## src/shared/sup_pkg.sv

```systemverilog
// Shared constants and types for the reset supervisor and its input filters.
// Assumes a single 40 MHz clock; all intervals are derived from it.
package sup_pkg;
	localparam int unsigned CLK_HZ        = 40_000_000;
	localparam int unsigned CYC_PER_MS    = CLK_HZ / 1000;
	localparam int unsigned CYC_PER_US    = CLK_HZ / 1_000_000;

	// Times as printed, each in its own unit
	localparam int unsigned WATCHDOG_PERIOD_MS          = 1600;
	localparam int unsigned POWER_UP_RESET_TIMEOUT_MS   = 200;
	localparam int unsigned POWER_UP_RESET_MIN_MS       = 130;
	localparam int unsigned POWER_UP_RESET_MAX_MS       = 270;
	localparam int unsigned WRITE_CYCLE_TIME_MS         = 10;
	localparam int unsigned THRESHOLD_TO_RESET_DELAY_US = 5;
	localparam int unsigned GLITCH_REJECT_WIDTH_NS      = 100;
	localparam int unsigned NOISE_REJECT_WIDTH_NS       = 200;

	// Derived cycle counts
	localparam int unsigned WDOG_CYCLES   = WATCHDOG_PERIOD_MS * CYC_PER_MS;
	localparam int unsigned RST_CYCLES    = POWER_UP_RESET_TIMEOUT_MS * CYC_PER_MS;
	localparam int unsigned WR_CYCLES     = WRITE_CYCLE_TIME_MS * CYC_PER_MS;
	localparam int unsigned TRD_CYCLES    = THRESHOLD_TO_RESET_DELAY_US * CYC_PER_US;
	localparam int unsigned GLITCH_CYCLES = (GLITCH_REJECT_WIDTH_NS * CYC_PER_US) / 1000;
	localparam int unsigned NOISE_CYCLES  = (NOISE_REJECT_WIDTH_NS * CYC_PER_US) / 1000;

	localparam int unsigned CNT_W  = 27;
	localparam int unsigned FCNT_W = 4;

	// Reset values of the filtered pins (reset pins seen asserted)
	localparam logic RST_HI_INIT = 1'b1;
	localparam logic RST_LO_INIT = 1'b0;

	typedef enum logic [2:0] {
		ST_POWER   = 3'b001,
		ST_TIMEOUT = 3'b010,
		ST_RUN     = 3'b100
	} sup_state_t;

	// Requests from the serial protocol engine
	typedef struct packed {
		logic write_stop;
		logic ack_addr;
		logic ack_wdata;
		logic drive_low;
	} eng_req_t;

	// Status returned to the serial protocol engine
	typedef struct packed {
		logic access_ok;
		logic write_busy;
	} eng_stat_t;

	typedef struct packed {
		logic              s1;
		logic              s2;
		logic              s3;
		logic [FCNT_W-1:0] cnt;
		logic              out;
	} filt_state_t;

	typedef struct packed {
		sup_state_t       st;
		logic [CNT_W-1:0] tmo;
		logic [CNT_W-1:0] wdog;
		logic [CNT_W-1:0] wr;
		logic             kick_q;
		logic             rhi_q;
		logic             rlo_q;
		logic             sup1;
		logic             sup2;
		logic             sup3;
		logic             sup_ok;
		logic             rst_oe;
		logic             sda_oe;
		logic             zero;
		eng_stat_t        stat;
	} sup_regs_t;
endpackage

```

## src/core/pin_filter.sv

```systemverilog
// Pin synchroniser and glitch filter for one asynchronous input.
// Assumes the pin is unrelated to clk; output follows only after STABLE + 1 agreeing samples.
`timescale 1ns/1ps
module pin_filter #(
	parameter int unsigned STABLE = 5,
	parameter logic        INIT   = 1'b0
) (
	input  wire logic clk,
	input  wire logic resetn,
	input  wire logic pin,
	output logic      filt
);
	import sup_pkg::*;

	filt_state_t r;
	filt_state_t nxt;

	always_comb begin
		nxt    = r;
		nxt.s1 = pin;
		nxt.s2 = r.s1;
		nxt.s3 = r.s2;
		if (r.s2 == r.s3 && r.s3 != r.out) begin
			if (r.cnt == FCNT_W'(STABLE - 1)) begin
				nxt.out = r.s3;
				nxt.cnt = '0;
			end else begin
				nxt.cnt = r.cnt + FCNT_W'(1);
			end
		end else begin
			nxt.cnt = '0;
		end
	end

	always_ff @(posedge clk or negedge resetn) begin
		if (!resetn) begin
			r <= '{s1: INIT, s2: INIT, s3: INIT, cnt: '0, out: INIT};
		end else begin
			r <= nxt;
		end
	end

	assign filt = r.out;
endmodule

```

## src/core/supervisor_reset_watchdog_lockout.sv

```systemverilog
// Reset supervisor, watchdog and memory write lockout of a serial memory companion.
// Assumes an analog comparator drives supply_ok and a serial engine on clk uses eng_req/eng_stat.
`timescale 1ns/1ps
module supervisor_reset_watchdog_lockout #(
	parameter int unsigned WDOG_CYC = sup_pkg::WDOG_CYCLES,
	parameter int unsigned RST_CYC  = sup_pkg::RST_CYCLES,
	parameter int unsigned WR_CYC   = sup_pkg::WR_CYCLES
) (
	input  wire logic        clk,
	input  wire logic        resetn,
	input  wire logic        supply_ok,
	input  wire logic        watchdog_kick_input,
	input  wire logic        write_protect,
	input  wire logic        rst_hi_i,
	output logic             rst_hi_o,
	output logic             rst_hi_oe,
	input  wire logic        rst_lo_n_i,
	output logic             rst_lo_n_o,
	output logic             rst_lo_n_oe,
	input  wire logic        scl_i,
	input  wire logic        sda_i,
	output logic             sda_o,
	output logic             sda_oe,
	output logic             scl_filt,
	output logic             sda_filt,
	input  wire sup_pkg::eng_req_t  eng_req,
	output sup_pkg::eng_stat_t      eng_stat
);
	import sup_pkg::*;

	sup_regs_t r;
	sup_regs_t nxt;
	logic      kick_f;
	logic      wp_f;
	logic      hi_f;
	logic      lo_f;
	logic      kick;
	logic      man;
	logic      wd_fire;

	// Pin conditioning
	pin_filter #(.STABLE(GLITCH_CYCLES + 1), .INIT(RST_HI_INIT)) u_hi (
		.clk    (clk),
		.resetn (resetn),
		.pin    (rst_hi_i),
		.filt   (hi_f)
	);
	pin_filter #(.STABLE(GLITCH_CYCLES + 1), .INIT(RST_LO_INIT)) u_lo (
		.clk    (clk),
		.resetn (resetn),
		.pin    (rst_lo_n_i),
		.filt   (lo_f)
	);
	pin_filter #(.STABLE(GLITCH_CYCLES + 1), .INIT(1'b0)) u_kick (
		.clk    (clk),
		.resetn (resetn),
		.pin    (watchdog_kick_input),
		.filt   (kick_f)
	);
	pin_filter #(.STABLE(GLITCH_CYCLES + 1), .INIT(1'b0)) u_wp (
		.clk    (clk),
		.resetn (resetn),
		.pin    (write_protect),
		.filt   (wp_f)
	);
	pin_filter #(.STABLE(NOISE_CYCLES + 1), .INIT(1'b1)) u_scl (
		.clk    (clk),
		.resetn (resetn),
		.pin    (scl_i),
		.filt   (scl_filt)
	);
	pin_filter #(.STABLE(NOISE_CYCLES + 1), .INIT(1'b1)) u_sda (
		.clk    (clk),
		.resetn (resetn),
		.pin    (sda_i),
		.filt   (sda_filt)
	);

	always_comb begin
		nxt        = r;
		nxt.sup1   = supply_ok;
		nxt.sup2   = r.sup1;
		nxt.sup3   = r.sup2;
		if (r.sup2 == r.sup3) begin
			nxt.sup_ok = r.sup3;
		end
		nxt.kick_q = kick_f;
		nxt.rhi_q  = hi_f;
		nxt.rlo_q  = lo_f;
		kick       = kick_f != r.kick_q;
		// Own drive is ignored; only outside edges count
		man        = !r.rst_oe && ((hi_f && !r.rhi_q) || (!lo_f && r.rlo_q));
		wd_fire    = r.st == ST_RUN && !kick && r.wdog == CNT_W'(WDOG_CYC - 1);

		case (r.st)
			ST_POWER: begin
				nxt.tmo = '0;
				if (r.sup_ok) begin
					nxt.st = ST_TIMEOUT;
				end
			end
			ST_TIMEOUT: begin
				if (r.tmo == CNT_W'(RST_CYC - 1)) begin
					nxt.st  = ST_RUN;
					nxt.tmo = '0;
				end else begin
					nxt.tmo = r.tmo + CNT_W'(1);
				end
			end
			ST_RUN: begin
				if (man || wd_fire) begin
					nxt.st  = ST_TIMEOUT;
					nxt.tmo = '0;
				end
			end
			default: begin
				nxt.st  = ST_POWER;
				nxt.tmo = '0;
			end
		endcase
		if (!r.sup_ok) begin
			nxt.st  = ST_POWER;
			nxt.tmo = '0;
		end

		if (r.st != ST_RUN || kick || wd_fire) begin
			nxt.wdog = '0;
		end else begin
			nxt.wdog = r.wdog + CNT_W'(1);
		end

		if (r.stat.write_busy) begin
			if (r.wr == CNT_W'(WR_CYC - 1)) begin
				nxt.stat.write_busy = 1'b0;
				nxt.wr              = '0;
			end else begin
				nxt.wr = r.wr + CNT_W'(1);
			end
		end else if (eng_req.write_stop && r.stat.access_ok && !wp_f) begin
			nxt.stat.write_busy = 1'b1;
			nxt.wr              = '0;
		end

		nxt.rst_oe         = nxt.st != ST_RUN;
		nxt.stat.access_ok = nxt.st == ST_RUN && !nxt.stat.write_busy;
		nxt.sda_oe         = r.stat.access_ok
			&& (eng_req.ack_addr || eng_req.drive_low || (eng_req.ack_wdata && !wp_f));
		nxt.zero           = 1'b0;
	end

	always_ff @(posedge clk or negedge resetn) begin
		if (!resetn) begin
			r        <= '0;
			r.st     <= ST_POWER;
			r.rhi_q  <= RST_HI_INIT;
			r.rlo_q  <= RST_LO_INIT;
			r.rst_oe <= 1'b1;
		end else begin
			r <= nxt;
		end
	end

	// Single-level drivers: high pin driven high and pulled down outside, low pin driven low and pulled up
	assign rst_hi_o    = r.rst_oe;
	assign rst_hi_oe   = r.rst_oe;
	assign rst_lo_n_o  = r.zero;
	assign rst_lo_n_oe = r.rst_oe;
	assign sda_o       = r.zero;
	assign sda_oe      = r.sda_oe;
	assign eng_stat    = r.stat;
endmodule

```

## config.mk

```make
export PLATFORM = sky130hd
export DESIGN_NAME = supervisor_reset_watchdog_lockout
export DESIGN_NICKNAME = d
export VERILOG_FILES = /design/src/shared/sup_pkg.sv /design/src/core/pin_filter.sv /design/src/core/supervisor_reset_watchdog_lockout.sv
export SDC_FILE = /design/constraint.sdc
export NUM_CORES = 1
export LEC_CHECK = 0
export ABC_AREA = 1
export BUFFER_PORTS_ARGS = -buffer_cell sky130_fd_sc_hd__buf_2
export CORE_MARGIN = 2
export CORE_UTILIZATION = 45
export CTS_CLUSTER_DIAMETER = 60
export DETAILED_ROUTE_END_ITERATION = 8
export PLACE_DENSITY_LB_ADDON = 0.25
export SLEW_MARGIN = 10
export SYNTH_ARGS = -nofsm -noshare
export SYNTH_HDL_FRONTEND = slang
export SYNTH_SLANG_ARGS = --single-unit
```

## constraint.sdc

```tcl
create_clock -name clk -period 1.75 [get_ports clk]
set_clock_uncertainty 0.15 [all_clocks]
set_input_delay 0.2625 -clock clk [delete_from_list [all_inputs] [get_ports clk]]
set_output_delay 0.2625 -clock clk [all_outputs]
set_load 0.02 [all_outputs]
```

# Yosys cells after proc, flatten, opt, wreduce, memory -nomap -nowiden
# Index checks and enable logic that the tools add are counted.
[word_totals]
word_cells = 143
output_inout_bits = 10
ff_bits = 143
input_bits = 13
[classes]
n_mux = 24
reduce_logical = 35
addsub = 9
eq_ne = 30
[ops]
columns = ["cell", "count"]
rows = [
  ["$mux 27", 5],
  ["$pmux 30 s3", 1],
  ["$add 27x1->27 const B", 3],
  ["$mux 30", 2],
  ["$mux 4", 12],
  ["$eq 27x19->1 const B", 1],
  ["$eq 27x23->1 const B", 1],
  ["$eq 27x26->1 const B", 1],
  ["$add 4x1->4 const B", 6],
  ["$eq 4x3->1 const B", 4],
  ["$logic_and 1x1->1", 16],
  ["$reduce_and 2->1", 6],
  ["$eq 4x4->1 const B", 2],
  ["$eq 1x1->1", 7],
  ["$ne 1x1->1", 7],
  ["$eq 3x3->1 const B", 2],
  ["$logic_not 1->1", 6],
  ["$logic_or 1x1->1", 6],
  ["$ne 3x3->1 const B", 2],
  ["$eq 3x1->1 const B", 1],
  ["$eq 3x2->1 const B", 1],
  ["$mux 1", 3],
  ["$mux 3", 1],
  ["$ne 3x2->1 const B", 1],
  ["$reduce_bool 2->1", 1],
]

# Depth between registers and ports, before layout
[logic_depth]
depth_word = 10
depth_mapped = 11
mapped_depth_nobuf = 10

# Hierarchy
# From an unflattened synthesis, not the netlist that was laid out.
[unflattened]
cells_unflattened = 1047
hier_area_um2 = 8001.4
[by_module_without_submodules]
columns = ["mod", "n_inst", "cells_per_inst", "seq_area_each_um2", "area_each_um2"]
rows = [
  ["supervisor_reset_watchdog_lockout", 1, 843, 2381.0, 5861.9],
  ["pin_filter (u_kick ...)", 3, 34, 200.2, 356.6],
  ["pin_filter (u_scl ...)", 2, 34, 205.2, 354.1],
  ["pin_filter (u_hi)", 1, 34, 205.2, 361.6],
]

# Worst setup path before layout
# Ideal clock, no wire load.
[synth_timing]
path_kind = "register to register"
startpoint = "register r[39] (netlist name)"
endpoint = "register r[76] (netlist name)"
setup_ns = 0.117
t_arrival_ns = 1.435
path_stages_with_launch = 12
slack_ns = 0.048
cell_sequence = "dfrtp_1 > ha_1 > nand2_2 > nor2_4 > nand2_4 > nor2_8 > nand3_4 > nand3_4 > nor2_4 > buf_8 > nand2_2 > nand2_1"
[synth_via]
elab_chain_cells = 4
[synth_lines]
columns = ["element", "line", "source"]
rows = [
  ["from (decl)", "supervisor_reset_watchdog_lockout.sv:31", "sup_regs_t r;"],
  ["from (signal assigned)", "supervisor_reset_watchdog_lockout.sv:159", "r <= nxt;"],
  ["$eq 27x26->1", "supervisor_reset_watchdog_lockout.sv:93", "wd_fire = r.st == ST_RUN && !kick && r.wdog == CNT_W'(WDOG_CYC - 1);"],
  ["$logic_and 1x1->1", "supervisor_reset_watchdog_lockout.sv:93", ""],
  ["$logic_or 1x1->1", "supervisor_reset_watchdog_lockout.sv:111", "if (man || wd_fire) begin"],
  ["$ne 3x2->1 (no source line)", "n/a", ""],
]
# Every way passes these cells.
# A chain may end at the register's enable or synchronous reset.

==> impl_results.md <==
- 1st-iter DRT viols: just under 500
- Post-Syn Instances: approximately 1.0k
- Area contributors post-synth: dfrtp_1 (41%), nand2_1 (12%), nor2_1 (6.7%), nand3_1 (6.1%), inv_1 (5.4%)
- CTS Sinks: approximately 140
- Global route total overflow: 0
- Via count: roughly 6.9k
- # rows: 48
- Pins over their slew limit: 0
- Synthesized area per cell: slightly below 8 µm²
- Post-synth ARST share: 100.0%
- Clk pin slew, worst setup/hold paths: about 60 ps
- Layout area overhead: 24.98%
- WL/cell: about 13 µm
- Ys flop type: dfrtp_1
- Setup crit end kind: flip-flop
- N_diodes: 0
- CTS Root Cell: clkbuf_16
- Post-synth EDFFs: 0
- HP Class: in -> reg
- Hold Crit Depth: 3
- Number of setup violations in the final report: 13
- Synth warn: 0
- Net switching power: between 1.5 and 2 mW
- Final-report hold violation count: 0
- Switching share of power: 23.35%
- Gr busiest metal: met2
- Violated checks: negative setup slack
- Power share of the sequential group: around 46%
- Share of cells above drive strength 1: roughly 23%
- # Max-Cap Violations: 0
- Initial antenna violation count: 0
- Min cycle time layout: between 1500 and 2000 ps
- Outcome: finished with violations
- Unique masters post-synth: 45
- Via/cell ratio: around 5.0
- Routing usage on met2: 32.58%
- Die footprint: around 19,000 µm²
- CTS tree: yes
- Post-DP HPWL: 12,940 µm
- Required @ worst endpoint: about 1900 ps
- Fillers: approximately 1.6k
- Global placer's final weighted congestion: approximately 0.94
- Unrepaired setup endpoints after global routing: true
- Port Buffers: 20
- Worst r2r src: r[40]
- CTS Buf Count: 17
- Startpoint class of the critical path: flip-flop
- Initial Util: roughly 46%
- Count leader, synth: nand2_1
- Pwr/cell area: 778.0 nW/µm²
- Tot GR Track Use: a little over a fifth
- Max H-tree Level: 4
- Fmax: 565.4 MHz
- Most frequent cells after synthesis: nand2_1 (256), nor2_1 (140), dfrtp_1 (128)
- Grt met1 use: 29.06%
- Non-filler instance count after layout: 1,365
- Pin count of the biggest net entering global routing: 38
- Io pins: 23
- Clock power frac: 47.8%
- Endpoint, Worst Hold: eng_stat[0]
- Met3 usage: between 3 and 4%
- Combinational fraction of design power: roughly 6.0%
- DIE HEIGHT: approximately 140 µm
- Kind of critical path: reg -> reg
- Post-Route WL: between 15,000 and 20,000 µm
- Worst vdd rail ir drop: 714.1 µV
- R2r endpoint: r[49]
- Pleak: between 4 and 5 nW
- CP Max Fanout: 8
- DR pass1 iterations: 5
- CP Data Arrival Time: 1930 ps
- PnR Total Power: around 7.7 mW
- Area leader, netlist: dfrtp_1
- Core area: between 15,000 and 20,000 µm²
- Worst r2r path cells: 10
- Yosys reg bits: 143
- Net count, final: 1,155
- R2R Setup Slk: -20 ps
- Sequential share of the synthesized area: 45.71%
- Pint: approximately 6 mW
- Vias in the first global route: around 6.5k
- Worst skew pair latency: between 400 and 500 ps
- First-pass GRT wire length: 30,860 µm
- Cells after DPL: roughly 1.3k
- Fin crit share: 101.1%
- Synthesized cell area: slightly below 8000 µm²
- Post-route antenna net violation count: 0
- Remaining DRCs: 0
- Die Width: 136.2 µm
- Setup ws final: -18.81 ps
- Clock tree buffer depth: 2
- HP Start: eng_req[3]
- Yosys top cell area share: between 40% and 50%
- Pre-CTS setup slack: -151.4 ps
==> state kept, by name (all words and copies together), names as in the netlist <==
signal / cells
u_wp.r: 5
u_lo.nxt: 2
u_lo.filt: 1
u_scl.nxt: 2
eng_stat: 2
u_sda.filt: 1
rst_hi_o: 1
u_scl.filt: 1
u_wp.nxt: 2
u_scl.r: 5
nxt: 2
u_sda.r: 5
u_hi.r: 5
u_sda.nxt: 2
sda_oe: 1
u_kick.r: 5
u_lo.r: 5
u_hi.filt: 1
u_wp.filt: 1
u_kick.filt: 1
u_hi.nxt: 2
r: 89
u_kick.nxt: 2
==> power by group through the flow <==
stage	clock (mW)	sequential, mW	combinational, mW
CTS	3.77	3.53	0.467
floorplan	0	3.57	0.260
global placement	0	3.59	0.439
global route	3.91	3.55	0.533
detailed placement	0	3.59	0.448
finish	3.66	3.53	0.458
==> worst max-delay path by stage <==
stage,to,depth (start not counted),from
finish,r[49],10,r[40]
global route,r[59],9,r[40]
CTS,eng_stat[1],11,r[40]
detailed placement,r[91],10,r[40]
global placement,r[67],10,r[39]
floorplan,r[76],11,r[39]
==> logic make-up after synthesis <==
group	after synthesis	synth area share, %
fa+ha+maj	16	2.512
buf+inv	139	7.297
simple gates	611	35.39
flops	143	45.71
compound gates	56	4.149
xor+xnor	44	4.897
other cells	1	0.04765
==> stage by stage <==
| stage | setup TNS, ps | cell area, µm² | util [%] | hold WS (ps) |
|---|---|---|---|---|
| global route | -5639 | 9836 | 57.26 | 31.08 |
| CTS | 0 | 9480 | 55.19 | 12.96 |
| detailed placement | -2550 | 8681 | 50.54 | 38.66 |
| floorplan | 0 | 7874 | - | -183.1 |
| global placement | -993.3 | 8681 | 50.54 | 33.85 |
| finish | -107.9 | 9836 | 57.26 | 43.13 |
==> layout by cell type, fill, tap and decap left out, types with 5 or more instances in the layout <==
master and n:
nand2_1 241, nand4_1 24, xor2_1 34, inv_2 10
dfstp_2 15, dfrtp_2 8, inv_1 108, nand3b_1 9
dlygate4sd3_1 10, nor2_2 12, buf_6 7, nor2_4 9
o22ai_1 7, or2_2 5, a21oi_1 7, nand2_2 28
nor3_2 12, buf_2 19, ha_1 12, clkbuf_16 18
nor3_4 5, o21ai_0 15, xnor2_1 10, nor2_1 131
nor3_1 24, nand3_2 6, buf_4 74, dfrtp_1 120
o21ai_1 12, nand3_1 90, o21bai_1 6
==> per-layer routing <==
layer,wire length (µm),vias up
met5,0,-
met4,460,0
met3,758,33
met2,8422,155
met1,8572,3201
li1,-,3464
==> cell type report <==
type,count,area [µm²],area share [%]
Timing Repair Buffer,116,949.7,9.655
Inverter,120,456.7,4.643
Clock buffer,19,432.9,4.401
Sequential cell,143,3607,36.67
Tap cell,225,281.5,2.862
Clock inverter,13,166.4,1.692
Multi-Input combinational cell,729,3941,40.07
==> timing repair <==
action | in CTS | in global routing
pin swaps | 5 | 20
setup buffers | 5 | 14
gates cloned | 1 | 1
hold endpoints to repair | 138 | 0
gates resized for setup | 15 | 66
hold buffers | 10 | 0
setup endpoints to repair | 60 | 78
==> worst max-delay path, stage by stage, from the launching register on <==
cell       delay (ps)
dfrtp_1           360
ha_2              210
nand2_2            80
nor2_4            130
nand2_4            90
nor2_8            110
buf_6             120
nand2_2            60
nand2_4           130
clkbuf_16         170
nor2_1             50
Power figures use the tool's default switching activity.
